--- src/hdl/if_chain_consts.svh ---
`ifndef IF_CHAIN_CONSTS_SVH
`define IF_CHAIN_CONSTS_SVH

// ****************************************
// register offsets
// ****************************************
`define OFS_GAIN_CTRL_RESET   15'h0021
`define OFS_ATTEN_READBACK_A  15'h003C
`define OFS_ATTEN_READBACK_B  15'h003D
`define OFS_GAIN_STAGE_CONFIG 15'h0103
`define OFS_ATTEN_REG_A       15'h0104
`define OFS_ATTEN_REG_B       15'h0105
`define OFS_IF_FILTER_TRIM    15'h0300
`define OFS_IF_MAIN_BIAS_TRIM 15'h0301
`define OFS_IF_LIN_TRIM       15'h0302

// ****************************************
// reset values
// ****************************************
`define RST_GAIN_CTRL_RESET   8'h03
`define RST_GAIN_STAGE_CONFIG 8'h01
`define RST_ZERO              8'h00

// ****************************************
// field positions and codes
// ****************************************
`define BIT_SUPPLY_SEL        7
`define BIT_PERF_SEL          6
`define BIT_RST_N_A           1
`define BIT_RST_N_B           0
`define MODE_REGISTER         3'h1
`define MODE_UPDOWN           3'h3
`define ATTEN_MAX             6'h2B
`define ATTEN_MIN_GAIN        6'h3F
`define VGS_SPAN              6'h0C
`define STEP_ATTEN_MAX        5'h1F
`define SPI_INSTR_BITS        5'h10
`define SPI_FRAME_BITS        5'h18

`endif

--- src/hdl/if_chain_pkg.sv ---
package if_chain_pkg;

  typedef struct packed {
    logic [3:0] vgs_atten;
    logic [4:0] step_atten;
  } atten_split_t;

  typedef enum logic [1:0] {
    SPI_INSTR = 2'b00,
    SPI_DATA  = 2'b01,
    SPI_DONE  = 2'b10
  } spi_state_t;

endpackage
--- src/hdl/gain_channel.sv ---
`timescale 1ns/100ps
`default_nettype none
`include "if_chain_consts.svh"
module gain_channel
  import if_chain_pkg::*;
(
  input  wire logic       mclk_in,
  input  wire logic       rst_b_in,
  input  wire logic       step_clk_in,
  input  wire logic       step_dir_in,
  input  wire logic       updown_mode_in,
  input  wire logic       ctrl_reset_n_in,
  input  wire logic [5:0] reg_code_in,
  input  wire logic [1:0] step_sel_in,
  output var  logic [5:0] atten_code_out,
  output var  atten_split_t split_out
);

  // ****************************************
  // pin synchronisers
  // ****************************************
  logic       clk_s1;
  logic       clk_s2;
  logic       clk_s3;
  logic       dir_s1;
  logic       dir_s2;
  logic       dir_at_rise;
  logic       rise;
  logic       fall;
  logic [5:0] step;
  logic [5:0] base;
  logic [6:0] sum;
  logic [5:0] next_code;

  always_ff @(posedge mclk_in) begin
    if (!rst_b_in) begin
      clk_s1 <= 1'b0;
      clk_s2 <= 1'b0;
      clk_s3 <= 1'b0;
      dir_s1 <= 1'b0;
      dir_s2 <= 1'b0;
    end else begin
      clk_s1 <= step_clk_in;
      clk_s2 <= clk_s1;
      clk_s3 <= clk_s2;
      dir_s1 <= step_dir_in;
      dir_s2 <= dir_s1;
    end
  end

  assign rise = clk_s2 & ~clk_s3;
  assign fall = ~clk_s2 & clk_s3;

  // ****************************************
  // step arithmetic
  // ****************************************
  always_comb begin
    step = 6'h01 << step_sel_in;
    base = (atten_code_out > `ATTEN_MAX) ? `ATTEN_MAX : atten_code_out;
    sum  = {1'b0, atten_code_out} + {1'b0, step};
    if (!dir_s2) begin
      // raising gain lowers attenuation, rails at zero
      next_code = (base < step) ? 6'h00 : base - step;
    end else if (atten_code_out > `ATTEN_MAX) begin
      next_code = atten_code_out;
    end else begin
      next_code = (sum > {1'b0, `ATTEN_MAX}) ? `ATTEN_MAX : sum[5:0];
    end
  end

  // ****************************************
  // controller state
  // ****************************************
  always_ff @(posedge mclk_in) begin
    if (!rst_b_in) begin
      dir_at_rise <= 1'b0;
    end else if (rise) begin
      dir_at_rise <= dir_s2;
    end
  end

  always_ff @(posedge mclk_in) begin
    if (!rst_b_in) begin
      atten_code_out <= `ATTEN_MIN_GAIN;
    end else if (!ctrl_reset_n_in) begin
      atten_code_out <= `ATTEN_MIN_GAIN;
    end else if (!updown_mode_in) begin
      atten_code_out <= reg_code_in;
    end else if (rise) begin
      atten_code_out <= next_code;
    end else if (fall && (dir_s2 != dir_at_rise)) begin
      atten_code_out <= `ATTEN_MIN_GAIN;
    end
  end

  // ****************************************
  // split onto gain stage and attenuator
  // ****************************************
  always_ff @(posedge mclk_in) begin
    if (!rst_b_in) begin
      split_out <= '0;
    end else if (atten_code_out >= `VGS_SPAN) begin
      split_out.vgs_atten <= 4'(`VGS_SPAN);
      // codes above 43 clip the attenuator at full scale
      split_out.step_atten <= (atten_code_out > `ATTEN_MAX) ?
        `STEP_ATTEN_MAX : 5'(atten_code_out - `VGS_SPAN);
    end else begin
      split_out.vgs_atten  <= atten_code_out[3:0];
      split_out.step_atten <= 5'h00;
    end
  end

endmodule
`default_nettype wire

--- src/hdl/if_chain_ctrl.sv ---
`timescale 1ns/100ps
`default_nettype none
`include "if_chain_consts.svh"
module if_chain_ctrl
  import if_chain_pkg::*;
(
  input  wire logic       mclk_in,
  input  wire logic       rst_b_in,
  input  wire logic       spi_sclk_in,
  input  wire logic       spi_cs_n_in,
  input  wire logic       spi_sdi_in,
  output var  logic       spi_sdo_out,
  output var  logic       spi_sdo_oe_out,
  input  wire logic       gain_step_clk_a_in,
  input  wire logic       gain_step_dir_a_in,
  input  wire logic       gain_step_clk_b_in,
  input  wire logic       gain_step_dir_b_in,
  output var  logic [2:0] filter_primary_cap_sel_out,
  output var  logic [2:0] filter_secondary_cap_sel_out,
  output var  logic       series_resistor_bypass_out,
  output var  logic [3:0] if_main_bias_trim_out,
  output var  logic [3:0] if_linearizer_trim_out,
  output var  logic       gain_stage_supply_sel_out,
  output var  logic       gain_stage_perf_sel_out,
  output var  atten_split_t atten_a_out,
  output var  atten_split_t atten_b_out
);

  // ****************************************
  // registers
  // ****************************************
  logic [7:0]  gain_controller_reset;
  logic [7:0]  gain_stage_config;
  logic [7:0]  gain_stage_perf_select;
  logic [7:0]  atten_reg_b;
  logic [7:0]  if_filter_trim;
  logic [7:0]  if_main_bias_trim;
  logic [7:0]  if_linearizer_trim;
  logic [5:0]  atten_code_a;
  logic [5:0]  atten_code_b;
  logic        updown_mode;

  // ****************************************
  // serial port pin synchronisers
  // ****************************************
  logic [2:0]  pin_s1;
  logic [2:0]  pin_s2;
  logic        sclk_d;
  logic        sclk_rise;
  logic        sclk_fall;
  logic        cs_n;
  logic        sdi;

  always_ff @(posedge mclk_in) begin
    if (!rst_b_in) begin
      pin_s1 <= 3'h1;
      pin_s2 <= 3'h1;
      sclk_d <= 1'b0;
    end else begin
      pin_s1 <= {spi_sdi_in, spi_sclk_in, spi_cs_n_in};
      pin_s2 <= pin_s1;
      sclk_d <= pin_s2[1];
    end
  end

  assign cs_n      = pin_s2[0];
  assign sdi       = pin_s2[2];
  assign sclk_rise = ~cs_n & pin_s2[1] & ~sclk_d;
  assign sclk_fall = ~cs_n & ~pin_s2[1] & sclk_d;

  // ****************************************
  // serial frame: 16-bit instruction, 8 data bits
  // ****************************************
  spi_state_t  state;
  logic [4:0]  bit_cnt;
  logic [15:0] instr;
  logic [7:0]  wdata;
  logic [7:0]  rdata;
  logic [7:0]  rshift;
  logic        wr_stb;
  logic [4:0]  next_cnt;
  logic [14:0] rd_adr;
  logic [7:0]  wr_word;

  assign next_cnt = bit_cnt + 5'h01;
  // the last bit of a field is still on sdi at the edge that completes it
  assign rd_adr   = {instr[13:0], sdi};
  assign wr_word  = {wdata[6:0], sdi};

  always_ff @(posedge mclk_in) begin
    if (!rst_b_in || cs_n) begin
      state   <= SPI_INSTR;
      bit_cnt <= 5'h00;
    end else if (sclk_rise) begin
      bit_cnt <= next_cnt;
      case (state)
        SPI_INSTR: begin
          if (next_cnt == `SPI_INSTR_BITS) begin
            state <= SPI_DATA;
          end
        end
        SPI_DATA: begin
          if (next_cnt == `SPI_FRAME_BITS) begin
            state <= SPI_DONE;
          end
        end
        SPI_DONE: begin
          state <= SPI_DONE;
        end
        default: begin
          state <= SPI_INSTR;
        end
      endcase
    end
  end

  always_ff @(posedge mclk_in) begin
    if (!rst_b_in) begin
      instr <= 16'h0000;
      wdata <= 8'h00;
    end else if (sclk_rise && state == SPI_INSTR) begin
      instr <= {instr[14:0], sdi};
    end else if (sclk_rise && state == SPI_DATA) begin
      wdata <= {wdata[6:0], sdi};
    end
  end

  // write lands after the eighth data bit; extra bits are ignored
  assign wr_stb = sclk_rise && state == SPI_DATA &&
                  next_cnt == `SPI_FRAME_BITS && !instr[15];

  always_comb begin
    case (rd_adr)
      `OFS_GAIN_CTRL_RESET:   rdata = gain_controller_reset;
      `OFS_ATTEN_READBACK_A:  rdata = {2'b00, atten_code_a};
      `OFS_ATTEN_READBACK_B:  rdata = {2'b00, atten_code_b};
      `OFS_GAIN_STAGE_CONFIG: rdata = gain_stage_config;
      `OFS_ATTEN_REG_A:       rdata = gain_stage_perf_select;
      `OFS_ATTEN_REG_B:       rdata = atten_reg_b;
      `OFS_IF_FILTER_TRIM:    rdata = if_filter_trim;
      `OFS_IF_MAIN_BIAS_TRIM: rdata = if_main_bias_trim;
      `OFS_IF_LIN_TRIM:       rdata = if_linearizer_trim;
      default:                rdata = 8'h00;
    endcase
  end

  // read data is captured when the instruction completes and shifted
  // out on falling edges, so the host samples on the next rising edge
  always_ff @(posedge mclk_in) begin
    if (!rst_b_in || cs_n) begin
      rshift         <= 8'h00;
      spi_sdo_out    <= 1'b0;
      spi_sdo_oe_out <= 1'b0;
    end else if (sclk_rise && state == SPI_INSTR &&
                 next_cnt == `SPI_INSTR_BITS) begin
      rshift <= rdata;
    end else if (sclk_fall && state == SPI_DATA && instr[15]) begin
      spi_sdo_out    <= rshift[7];
      spi_sdo_oe_out <= 1'b1;
      rshift         <= {rshift[6:0], 1'b0};
    end else if (sclk_fall && state == SPI_DONE) begin
      spi_sdo_oe_out <= 1'b0;
    end
  end

  // ****************************************
  // register writes
  // ****************************************
  always_ff @(posedge mclk_in) begin
    if (!rst_b_in) begin
      gain_controller_reset  <= `RST_GAIN_CTRL_RESET;
      gain_stage_config      <= `RST_GAIN_STAGE_CONFIG;
      gain_stage_perf_select <= `RST_ZERO;
      atten_reg_b            <= `RST_ZERO;
      if_filter_trim         <= `RST_ZERO;
      if_main_bias_trim      <= `RST_ZERO;
      if_linearizer_trim     <= `RST_ZERO;
    end else if (wr_stb) begin
      case (instr[14:0])
        `OFS_GAIN_CTRL_RESET:   gain_controller_reset  <= wr_word;
        `OFS_GAIN_STAGE_CONFIG: gain_stage_config      <= wr_word;
        `OFS_ATTEN_REG_A:       gain_stage_perf_select <= wr_word;
        `OFS_ATTEN_REG_B:       atten_reg_b            <= wr_word;
        `OFS_IF_FILTER_TRIM:    if_filter_trim         <= wr_word;
        `OFS_IF_MAIN_BIAS_TRIM: if_main_bias_trim      <= wr_word;
        `OFS_IF_LIN_TRIM:       if_linearizer_trim     <= wr_word;
        default: begin
        end
      endcase
    end
  end

  // ****************************************
  // analog control outputs
  // ****************************************
  always_ff @(posedge mclk_in) begin
    if (!rst_b_in) begin
      filter_primary_cap_sel_out   <= 3'h0;
      filter_secondary_cap_sel_out <= 3'h0;
      series_resistor_bypass_out   <= 1'b0;
      if_main_bias_trim_out        <= 4'h0;
      if_linearizer_trim_out       <= 4'h0;
      gain_stage_supply_sel_out    <= 1'b0;
      gain_stage_perf_sel_out      <= 1'b0;
    end else begin
      filter_primary_cap_sel_out   <= if_filter_trim[3:1];
      filter_secondary_cap_sel_out <= if_filter_trim[6:4];
      series_resistor_bypass_out   <= if_filter_trim[0];
      if_main_bias_trim_out        <= if_main_bias_trim[3:0];
      if_linearizer_trim_out       <= if_linearizer_trim[3:0];
      gain_stage_supply_sel_out    <=
        gain_stage_config[`BIT_SUPPLY_SEL];
      gain_stage_perf_sel_out      <=
        gain_stage_perf_select[`BIT_PERF_SEL];
    end
  end

  // ****************************************
  // gain controllers, one per channel
  // ****************************************
  // any mode code other than up/down runs from the register
  assign updown_mode =
    gain_stage_config[2:0] == `MODE_UPDOWN;

  gain_channel u_chan_a (
    .mclk_in         (mclk_in),
    .rst_b_in        (rst_b_in),
    .step_clk_in     (gain_step_clk_a_in),
    .step_dir_in     (gain_step_dir_a_in),
    .updown_mode_in  (updown_mode),
    .ctrl_reset_n_in (gain_controller_reset[`BIT_RST_N_A]),
    .reg_code_in     (gain_stage_perf_select[5:0]),
    .step_sel_in     (gain_stage_config[4:3]),
    .atten_code_out  (atten_code_a),
    .split_out       (atten_a_out)
  );

  gain_channel u_chan_b (
    .mclk_in         (mclk_in),
    .rst_b_in        (rst_b_in),
    .step_clk_in     (gain_step_clk_b_in),
    .step_dir_in     (gain_step_dir_b_in),
    .updown_mode_in  (updown_mode),
    .ctrl_reset_n_in (gain_controller_reset[`BIT_RST_N_B]),
    .reg_code_in     (atten_reg_b[5:0]),
    .step_sel_in     (gain_stage_config[4:3]),
    .atten_code_out  (atten_code_b),
    .split_out       (atten_b_out)
  );

endmodule
`default_nettype wire

--- config.mk ---
export PLATFORM = sky130hd
export DESIGN_NAME = if_chain_ctrl
export DESIGN_NICKNAME = d
export VERILOG_FILES = /design/src/hdl/if_chain_pkg.sv /design/src/hdl/gain_channel.sv /design/src/hdl/if_chain_ctrl.sv
export VERILOG_INCLUDE_DIRS = /design/src /design/src/hdl
export SDC_FILE = /design/constraint.sdc
export NUM_CORES = 1
export LEC_CHECK = 0
export BUFFER_PORTS_ARGS = -buffer_cell sky130_fd_sc_hd__buf_4
export CAP_MARGIN = 20
export CORE_UTILIZATION = 27
export DETAILED_ROUTE_END_ITERATION = 6
export GPL_ROUTABILITY_DRIVEN = 0
export SYNTH_ARGS = -nofsm -noshare
export SYNTH_HDL_FRONTEND = slang
export SYNTH_SLANG_ARGS = --single-unit
--- constraint.sdc ---
create_clock -name mclk_in -period 2.9 [get_ports mclk_in]
set_input_delay 0.29 -clock mclk_in [delete_from_list [all_inputs] [get_ports mclk_in]]
set_output_delay 0.29 -clock mclk_in [all_outputs]
set_load 0.005 [all_outputs]
==> results of run 1 <==
through the flow:
step / total power [mW] / TNS, ps
after global placement: 2.66 / 0
after global routing: 4.97 / -15.3
after detailed placement: 2.66 / 0
after CTS: 4.84 / 0
after floorplan: 2.54 / 0
final: 4.80 / 0
critical path: stages (launching register included):
cell and delay, ps:
dfxtp_1 360, inv_1 70, ha_1 210, nand3_1 110, a21oi_2 80, nor2_1 140
nor2_1 70, ha_1 220, fa_1 410, inv_1 80, a21o_1 120, a21oi_2 80
a21oi_2 240, nand2_1 80, a311oi_1 250, or3_1 140
report_power, final:
group          total, mW  switching [mW]  internal, mW
clock network       2.18           0.985          1.19
registers           2.29          0.0254          2.26
logic              0.336           0.187         0.149
total               4.80            1.20          3.60
layer usage:
metal / vias to the layer above / routed length (um) / GRT usage
li1: 3424 / - / -
met1: 3234 / 10200 / 0.192
met2: 165 / 9900 / 0.227
met3: 29 / 920 / 0.0255
met4: 0 / 445 / 0.0493
met5: - / 0 / 0
repair_timing:
| item | CTS | global route |
|---|---|---|
| endpoints found under the hold margin | 0 | 0 |
| endpoints found under the setup margin | 0 | 9 |
| hold buffers | 0 | 0 |
| gates resized for setup | 0 | 9 |
kinds of logic after synthesis:
group	count (synthesis)	synth area share
AO/OA/AOI/OAI	229	0.192
XOR/XNOR	17	0.0185
adder cells (fa/ha/maj)	25	0.0408
buffers and inverters	85	0.0426
flip-flops	162	0.403
multiplexers	48	0.0602
AND/OR/NAND/NOR	356	0.243
placed cells by master (no fill, tap or decap), drive strengths merged, types with 10 or more instances in the layout:
| cell | netlist | routed |
|---|---|---|
| ha | 23 | 23 |
| buf | 15 | 92 |
| o31ai | 11 | 11 |
| o21ai | 58 | 58 |
| a21oi | 43 | 43 |
| nor2b | 51 | 51 |
| clkbuf | 41 | 18 |
| nor3 | 13 | 13 |
| mux2i | 45 | 45 |
| nor2 | 48 | 48 |
| nand3 | 40 | 40 |
| a22oi | 25 | 25 |
| a21boi | 23 | 23 |
| o22ai | 10 | 10 |
| nand2b | 11 | 11 |
| xor2 | 11 | 11 |
| and2 | 33 | 33 |
| inv | 29 | 34 |
| dfxtp | 162 | 162 |
| nand2 | 97 | 97 |
synth_stat cells, types with 4 or more instances:
cell type,n,area (um2)
a21boi_0,23,173
and3_1,9,56.3
a21o_1,7,52.6
a211oi_1,5,37.5
or3_1,4,25.0
a32oi_1,4,35.0
clkbuf_1,41,154
o31ai_1,11,82.6
o22ai_1,10,62.6
nand3_1,40,200
nand2b_1,11,68.8
nand2_1,96,360
mux2i_1,45,450
a21oi_1,43,215
nor2b_1,51,319
o21ai_0,49,245
and2_1,32,200
nand3b_1,4,30.0
a22oi_1,25,188
a222oi_1,6,60.1
nor3b_1,4,30.0
o21ai_1,7,35.0
dfxtp_1,162,3240
inv_1,28,105
nor2_1,46,173
o21a_1,6,45.0
buf_1,6,22.5
nand4_1,7,43.8
xnor2_1,6,52.6
nor3_1,12,60.1
nand4b_1,4,35.0
nor4b_1,5,43.8
ha_1,23,288
xor2_1,11,96.3
buf_2,7,35.0
flip-flops by register name, summed over array words and instances (netlist names), 4 cells and up:
| signal | count |
|---|---|
| wdata | 7 |
| u_chan_b.split_out | 9 |
| u_chan_a.atten_code_out | 6 |
| if_linearizer_trim | 8 |
| gain_stage_perf_select | 8 |
| gain_stage_config | 8 |
| bit_cnt | 5 |
| gain_controller_reset | 8 |
| u_chan_b.atten_code_out | 6 |
| u_chan_a.split_out | 9 |
| instr | 16 |
| if_linearizer_trim_out | 4 |
| atten_reg_b | 8 |
| rshift | 8 |
| if_filter_trim | 8 |
| if_main_bias_trim | 8 |
| if_main_bias_trim_out | 4 |
final timing paths:
| check | startpoint | to | slack (ps) |
|---|---|---|---|
| hold reg to reg | pin_s1[0] | pin_s2[0] | 400 |
| setup reg to reg | u_chan_a.atten_code_out[2] | u_chan_a.atten_code_out[3] | 180 |
| setup / recovery | u_chan_a.atten_code_out[2] | u_chan_a.atten_code_out[3] | 180 |
| hold / removal | spi_cs_n_in | pin_s1[0] | 50 |
final cells by class:
class | count | area (um2)
Clock inverter | 14 | 129
Inverter | 29 | 109
Clock buffer | 18 | 429
Multi-Input combinational cell | 675 | 4480
Fill cell | 3063 | 19400
Sequential cell | 162 | 3250
Timing Repair Buffer | 92 | 703
Tap cell | 384 | 480
==> key figures, run 1 <==
Yosys
  • Mapped Nets: approximately 960
  • Cell Area, Synth: between 8000 and 9000 um2
  • Post-synthesis register bit count: between 150 and 200
  • Cells after synthesis: 922
  • Synth Warn #: 0
  • Asr flop ratio synth: 0
  • Post-synth EDFFs: 0
  • Number of distinct library cells after synthesis: 80
  • Mean Syn Cell Area: approximately 8.7 um2
  • Post-synthesis sequential area ratio: 0.403
  • Top_reg_cell synth: dfxtp_1

Power
  • Leak Pwr: between 3 and 4 nW
  • Peak VDD IR: approximately 350 uV
  • PD cells: roughly 500 nW/um2

Floorplanning
  • Initial cell density of the core: 0.277
  • Core Area: 29000 um2
  • Rows: 62
  • Die X: 175 um
  • Die Height: around 170 um
  • Die ar.: approximately 30000 um2
  • I/O pins: 46

Critical path
  • Reg2reg path depth: 15
  • Critical Path End Type: register
  • WP data arrival: 3090 ps
  • WS Path Type: reg2reg
  • CP Max Fanout: 4
  • Required @ worst endpoint: roughly 3300 ps
  • Critical path launch point type: register

Route
  • Drt wl/cell: between 15 and 20 um
  • Vias per inst: 4.99
  • First-iteration detailed-routing DRC count: between 400 and 500
  • Drt total wl: roughly 21000 um
  • DR vias: about 6900
  • Initial DRT Pass Iterations: 5
  • Routed Antenna Nets: 0
  • DRC Markers: 0

Timing
  • Actual slew at the worst max-slew pin: approximately 660 ps
  • Slew Viols, Final: 0
  • Period minus WS final: around 2700 ps
  • Final Cycle Share: 0.937
  • Final hold slack: 53.1 ps
  • Max frequency: about 0.37 GHz
  • Final Skew: between 10 and 15 ps
  • Final hold violation count: 0
  • Setup ws final: 184 ps
  • Count of final setup violators: 0
  • Slew Limit Headroom: 0.557

Cells and area
  • Share of cells above drive strength 1: 0.158
  • Cell area after layout: around 9600 um2
  • Core Util, Final: 0.330
  • Non-Filler Instances: 1374
  • Ant diodes: 0
  • Layout area overhead: 19.1%
  • Nets: between 1000 and 1500

Job
  • MaxCap Viol Count: 0

Placed design
  • Hpwl dp: approximately 15000 um
  • Placed cell count: about 1300
  • Pre-CTS setup slack: 87.6 ps
  • DP Area: roughly 9000 um2
  • IO buf count: 45

Outcome
  • Status: finished, final reports clean

Clock network
  • Post CTS Setup Buffer Count: 0
  • CTS clk-pin slew, worst paths: ~70 ps
  • H-tree depth: 4
  • CTS tree: yes
  • Clock Latency Late Sink: approximately 430 ps
  • CTS sink count: roughly 160
  • Root Buffer: clkbuf_16
  • Clock buffer depth: 2
  • Total CTS buffers: 17

Global route
  • Vias in the first global route: between 6000 and 7000
  • Largest net degree at the start of global routing: 68
  • Total congestion overflow: 0
  • Gr usage total: 0.142
  • First-pass GRT wire length: roughly 35000 um
  • Initial antenna violation count: 0

Worst hold path
  • Worst Hold Class: in2reg
  • Hold Path Depth: 2
(Power assumes the default switching activity.)
==> inputs of run 2 (changes only) <==
RECOVER_POWER = 50   (was not set)
==> key figures, run 2 (synthesis results as in run 1) <==
Outcome
  • Status: finished, final reports clean

Critical path
  • Required @ worst endpoint: 3270 ps (about the same)
  • CP Cell Sequence: inv_1 > ha_1 > nand3_1 > a21oi_2 > nor2_1 > nor2_1 > ha_1 > fa_1 > inv_1 > a21o_1 > a21oi_2 > a21oi_2 > nand2_1 > a311oi_1 > or3_1
  • FF-to-FF setup slack: 180 ps (about the same)
  • Delay-heaviest family, CP: adder cells
  • Critical path buffers and inverters: 2 (unchanged)
  • CP max stage delay: 410 ps (about the same)
  • CP Max Fanout: 4 (unchanged)
  • Critical-path top delay cell: fa_1
  • Critical path launch point type: register
  • WS Path Type: reg2reg
  • WP data arrival: 3090 ps (about the same)
  • Most frequent CP cell: a21oi_2
  • Critical Path End Type: register

Placed design
  • Hpwl dp: 15300 um (unchanged)
  • DP Area: 8990 um2 (unchanged)
  • IO buf count: 45 (unchanged)

Clock network
  • Clock Latency Late Sink: 430 ps (about the same)
  • H-tree depth: 4 (unchanged)
  • Hold Buf Count CTS: 0 (unchanged)
  • CTS tree: yes
  • Root Buffer: clkbuf_16
  • CTS clk-pin slew, worst paths: 70 ps (about the same)
  • Total CTS buffers: 17 (unchanged)
  • Clock buffer depth: 2 (unchanged)
  • CTS sink count: 162 (unchanged)

Job
  • MaxCap Viol Count: 0 (unchanged)

Timing
  • Slew Viols, Final: 0 (unchanged)
  • Count of final setup violators: 0 (unchanged)
  • Actual slew at the worst max-slew pin: 1190 ps (+527 ps)
  • Final hold violation count: 0 (unchanged)
  • Final Skew: 13.1 ps (-0.0191 ps)
  • TNS Setup: 0 ps (unchanged)
  • Slew Limit Headroom: 0.206 (-0.351)
  • Max frequency: 0.368 GHz (about the same)
  • Final Cycle Share: 0.937 (about the same)
  • Period minus WS final: 2720 ps (+1.05 ps)
  • Final hold slack: 51.6 ps (-1.42 ps)

Floorplanning
  • I/O pins: 46 (unchanged)
  • Die Height: 175 um (unchanged)
  • Initial cell density of the core: 0.277 (unchanged)
  • Die ar.: 30500 um2 (unchanged)
  • Core Area: 29000 um2 (unchanged)
  • Die X: 175 um (unchanged)
  • Rows: 62 (unchanged)

Route
  • First-iteration detailed-routing DRC count: 530 (+9.3%)
  • DR vias: 6863 (+0.16%)
  • Drt total wl: 21400 um (-0.48%)
  • Vias per inst: 4.99 (+0.16%)
  • Routed Antenna Nets: 0 (unchanged)
  • DRC Markers: 0 (unchanged)
  • Drt wl/cell: 15.5 um (-0.48%)
  • Initial DRT Pass Iterations: 6 (+1)

Cells and area
  • Regs by FF count: instr x16, u_chan_a.split_out x9, u_chan_b.split_out x9
  • Cell area after layout: 9520 um2 (-0.55%)
  • Layout area overhead: 18.4%
  • Largest register FFs: 16 (unchanged)
  • Fill cells: 3071 (+0.26%)
  • Commonest non-fill, non-tap cells in the layout: dfxtp_1, nand2_1, buf_4
  • Nets: 1011 (unchanged)
  • Top reg by flops: instr
  • Commonest non-fill, non-tap cell in the layout: dfxtp_1
  • Ant diodes: 0 (unchanged)
  • Share of cells above drive strength 1: 0.149 (-0.00808)

Global route
  • Largest net degree at the start of global routing: 68 (unchanged)
  • Total congestion overflow: 0 (unchanged)
  • Gr usage total: 0.142 (unchanged)
  • Vias in the first global route: 6435 (unchanged)
  • Initial antenna violation count: 0 (unchanged)
  • First-pass GRT wire length: 34700 um (unchanged)

Worst hold path
  • Worst Hold Class: in2reg

Power
  • Leak Pwr: 3.46 nW (-1.8%)
  • Peak VDD IR: 355 uV (+0.16%)
  • Total chip power: 4.80 mW (-0.12%)
  • PD cells: 504 nW/um2 (+0.43%)
[run 2: cell count changes in the layout (fill, tap and decap cells not counted), moves of 7 or more]
cell / previous run / this run
clkbuf_4: 0 / 32
and2_0: 1 / 14
buf_4: 91 / 52
and2_1: 32 / 19
clkbuf_1: 1 / 8
[run 2: through the flow]
stage	std cells	util	setup slack, ps
finish	1374	0.328	183
global route	1374	0.328	-15.3
CTS	1374	0.329	62.1
detailed placement	1342	0.310	87.6
global placement	1342	0.310	128
floorplan	922	-	143
[run 2: area by class of cell]
cell class              count  area [um2]  area share
repair buffers             92         662      0.0695
inverters                  29         109      0.0114
clock inverters            14         129      0.0135
flip-flops and latches    162        3250       0.341
clock buffers              18         429      0.0451
multi-input cells         675        4470       0.469
well taps                 384         480      0.0505
[run 2: worst paths after layout]
check,startpoint,cells after the start,endpoint
worst min register to register,pin_s1[0],1,pin_s2[0]
worst max-delay path,u_chan_a.atten_code_out[2],15,u_chan_a.atten_code_out[3]
worst min-delay path,spi_cs_n_in,2,pin_s1[0]
worst max register to register,u_chan_a.atten_code_out[2],15,u_chan_a.atten_code_out[3]
[run 2: per-layer routing]
layer	GRT usage	routed length, um	vias up
li1	-	-	3418
met1	0.192	10100	3234
met2	0.227	9840	180
met3	0.0255	917	31
met4	0.0493	448	0
met5	0	0	-
[run 2: worst register-to-register path: stages (launching register included)]
cell and delay [ps]:
dfxtp_1 360, inv_1 70, ha_1 210, nand3_1 110, a21oi_2 80, nor2_1 140, nor2_1 70, ha_1 220
fa_1 410, inv_1 80, a21o_1 120, a21oi_2 80, a21oi_2 240, nand2_1 90, a311oi_1 250, or3_1 140
[run 2: report_power, final]
part / switching [mW] / internal [mW] / total, mW
registers: 0.0244 / 2.26 / 2.28
logic: 0.187 / 0.142 / 0.329
clock network: 0.987 / 1.19 / 2.18
total: 1.20 / 3.60 / 4.80
[run 2: what timing repair did]
item | 4_1_cts | 5_1_grt
buffers inserted | 0 | 0
gates resized for setup | 0 | 9
endpoints found under the setup margin | 0 | 9
==> inputs of run 3 (changes only) <==
SYNTH_HIERARCHICAL = 1   (was not set)
==> key figures, run 3 <==
Route
  • Routed Antenna Nets: 0 (unchanged)
  • Drt total wl: 22000 um (+3.2%)
  • Initial DRT Pass Iterations: 5 (-1)
  • DR vias: 6918 (+0.80%)
  • DRC Markers: 0 (unchanged)
  • First-iteration detailed-routing DRC count: 402 (-24%)
  • Met3 WL: 946 um (+3.2%)
  • Met1 Wirelength: 10800 um (+6.6%)
  • WL met2: 9920 um (+0.82%)
  • Drt wl/cell: 15.8 um (+1.9%)
  • Vias per inst: 4.97 (-0.50%)
  • DR top layer: met4

Critical path
  • WS Path Type: reg2reg
  • Worst r2r src: u_chan_b/atten_code_out[2]
  • Critical Path End Type: register
  • CP Max Fanout: 7 (+3)
  • Reg2reg path depth: 9 (-6)
  • Required @ worst endpoint: 3250 ps (-20 ps)
  • WP data arrival: 3120 ps (+30 ps)
  • CP Launch Point: u_chan_b/atten_code_out[2]
  • Critical path launch point type: register

Floorplanning
  • Die X: 180 um (+3.1%)
  • Rows: 64 (+3.2%)
  • Die Height: 180 um (+3.1%)
  • Die ar.: 32400 um2 (+6.3%)
  • I/O pins: 46 (unchanged)
  • Initial cell density of the core: 0.277 (-0.000456)
  • Core Area: 30900 um2 (+6.5%)

Yosys
  • Cells after synthesis: 956 (+3.7%)
  • Synth Warn #: 6 (+6)
  • Mean Syn Cell Area: 8.95 um2 (+2.6%)
  • Mapped Nets: 995 (+4.1%)
  • Most common cell in the synthesized netlist: dfxtp_1
  • Cell Area, Synth: 8550 um2 (+6.4%)
  • Top_reg_cell synth: dfxtp_1
  • Post-synth EDFFs: 0 (unchanged)
  • Largest area contributor in the netlist: dfxtp_1
  • Synth top area share: 0.379 (-0.0241)
  • Number of distinct library cells after synthesis: 80 (unchanged)
  • Asr flop ratio synth: 0 (unchanged)
  • Area contributors post-synth: dfxtp_1, mux2i_1, nor2b_1, ha_1, nand2_1
  • Synth top cells by count: dfxtp_1, nand2_1, mux2i_1
  • Post-synthesis sequential area ratio: 0.379 (-0.0241)
  • Post-synthesis register bit count: 162 (unchanged)

Cells and area
  • Ant diodes: 0 (unchanged)
  • Top reg by flops: instr
  • Non-Filler Instances: 1392 (+1.3%)
  • Layout area overhead: 15.6%
  • Regs by FF count: instr x16, u_chan_a/split_out x9, u_chan_b/split_out x9
  • Commonest non-fill, non-tap cells in the layout: dfxtp_1, nand2_1, mux2i_1
  • Share of cells above drive strength 1: 0.151 (+0.00111)
  • Cell area after layout: 9890 um2 (+3.8%)
  • Commonest non-fill, non-tap cell in the layout: dfxtp_1
  • Nets: 1022 (+1.1%)
  • Largest register FFs: 16 (unchanged)
  • Fill cells: 3222 (+4.9%)

Timing
  • Slew Viols, Final: 0 (unchanged)
  • Final Cycle Share: 0.954 (+0.0167)
  • Max frequency: 0.362 GHz (-1.8%)
  • Count of final setup violators: 0 (unchanged)
  • TNS Setup: 0 ps (unchanged)
  • Slew Limit Headroom: 0.102 (-0.104)
  • Final hold slack: 44.9 ps (-6.75 ps)
  • Final hold violation count: 0 (unchanged)
  • Actual slew at the worst max-slew pin: 1350 ps (+156 ps)
  • RSZ-0062 raised after global routing: false
  • Period minus WS final: 2770 ps (+48.4 ps)
  • Final Skew: 9.34 ps (-3.79 ps)

Placed design
  • IO buf count: 45 (unchanged)
  • Placed cell count: 1360 (+1.3%)
  • Hpwl dp: 15600 um (+2.1%)
  • DP Area: 9310 um2 (+3.5%)

Clock network
  • CTS sink count: 162 (unchanged)
  • Post CTS Setup Buffer Count: 0 (unchanged)
  • Clock buffer depth: 2 (unchanged)
  • Cts repair resizes: 0 (unchanged)
  • H-tree depth: 4 (unchanged)
  • Root Buffer: clkbuf_16
  • Clock Latency Late Sink: 430 ps (about the same)
  • Hold Buf Count CTS: 0 (unchanged)
  • CTS tree: yes
  • Total CTS buffers: 17 (unchanged)
  • CTS clk-pin slew, worst paths: 70 ps (about the same)

Power
  • PD cells: 493 nW/um2 (-2.0%)
  • Leak Pwr: 3.91 nW (+13%)
  • Peak VDD IR: 418 uV (+18%)
  • Total chip power: 4.88 mW (+1.7%)

Worst hold path
  • Hold Path Depth: 2 (unchanged)
  • Worst Hold Class: in2reg
  • HP Start: spi_cs_n_in

Job
  • MaxCap Viol Count: 0 (unchanged)

Global route
  • Initial antenna violation count: 0 (unchanged)
  • Total congestion overflow: 0 (unchanged)
  • Gr usage total: 0.139 (-0.00352)
  • First-pass GRT wire length: 35800 um (+3.3%)
  • Vias in the first global route: 6679 (+3.8%)
  • Largest net degree at the start of global routing: 87 (+28%)

Outcome
  • Status: finished, final reports clean
## run 3: cell types whose count changed after synthesis, sizes merged, moves of 8 or more
| cell | previous run | this run |
|---|---|---|
| nand2 | 97 | 80 |
| nor2b | 51 | 71 |
| nor2 | 48 | 60 |
| inv | 29 | 18 |
| o21ai | 58 | 36 |
| nand2b | 11 | 21 |
| a31o | 2 | 10 |
| nand3 | 40 | 17 |
| a22oi | 25 | 13 |
| mux2i | 45 | 78 |
## run 3: cell type report
cell class | count | area, um2 | area share
Sequential cell | 162 | 3240 | 0.328
Multi-Input combinational cell | 712 | 4970 | 0.503
Tap cell | 396 | 495 | 0.0501
Clock inverter | 14 | 144 | 0.0146
Inverter | 18 | 67.6 | 0.00683
Clock buffer | 18 | 439 | 0.0444
Timing Repair Buffer | 72 | 523 | 0.0529
## run 3: final timing paths
path                           endpoint  slack [ps]
min reg2reg                   pin_s2[0]         410
max reg2reg  u_chan_b/atten_code_out[5]         130
min                           pin_s1[0]          40
max          u_chan_b/atten_code_out[5]         130
## run 3: kinds of logic (layout without fill, tap and decap cells)
logic type	Yosys count	count (layout)	synth area share
adders and majority gates	30	30	0.0474
and+or+nand+nor	372	372	0.247
buffers and inverters	82	122	0.0411
muxes	79	79	0.0926
AOI/OAI and AO/OA	219	219	0.181
xor gates and xnor gates	12	12	0.0123
DFF	162	162	0.379
## run 3: where the power goes
group          total (mW)  switching (mW)  internal, mW  leakage [nW]
Sequential           2.29          0.0297          2.26          1.32
Clock                2.26            1.02          1.23         0.279
Combinational       0.334           0.180         0.153          2.32
## run 3: critical path: stages, from the launching register on
cell     delay (ps)
dfxtp_1         360
ha_1            230
o21a_2          260
or2_2           330
ha_1            300
and3b_1         180
or2_1           260
or3_1           380
a31o_1          210
a32oi_1         200
## run 3: layer usage
| metal | vias up | GRT usage |
|---|---|---|
| met1 | 3279 | 0.190 |
| met3 | 23 | 0.0300 |
| met4 | 0 | 0.0441 |
| li1 | 3450 | - |
| met2 | 166 | 0.215 |
| met5 | - | 0 |
## run 3: per-stage QoR
stage	utilization	setup slack (ps)
2_1_floorplan	-	245
3_3_place_gp	0.301	217
3_5_place_dp	0.301	144
4_1_cts	0.320	134
5_1_grt	0.320	6.62
6_report	0.320	134
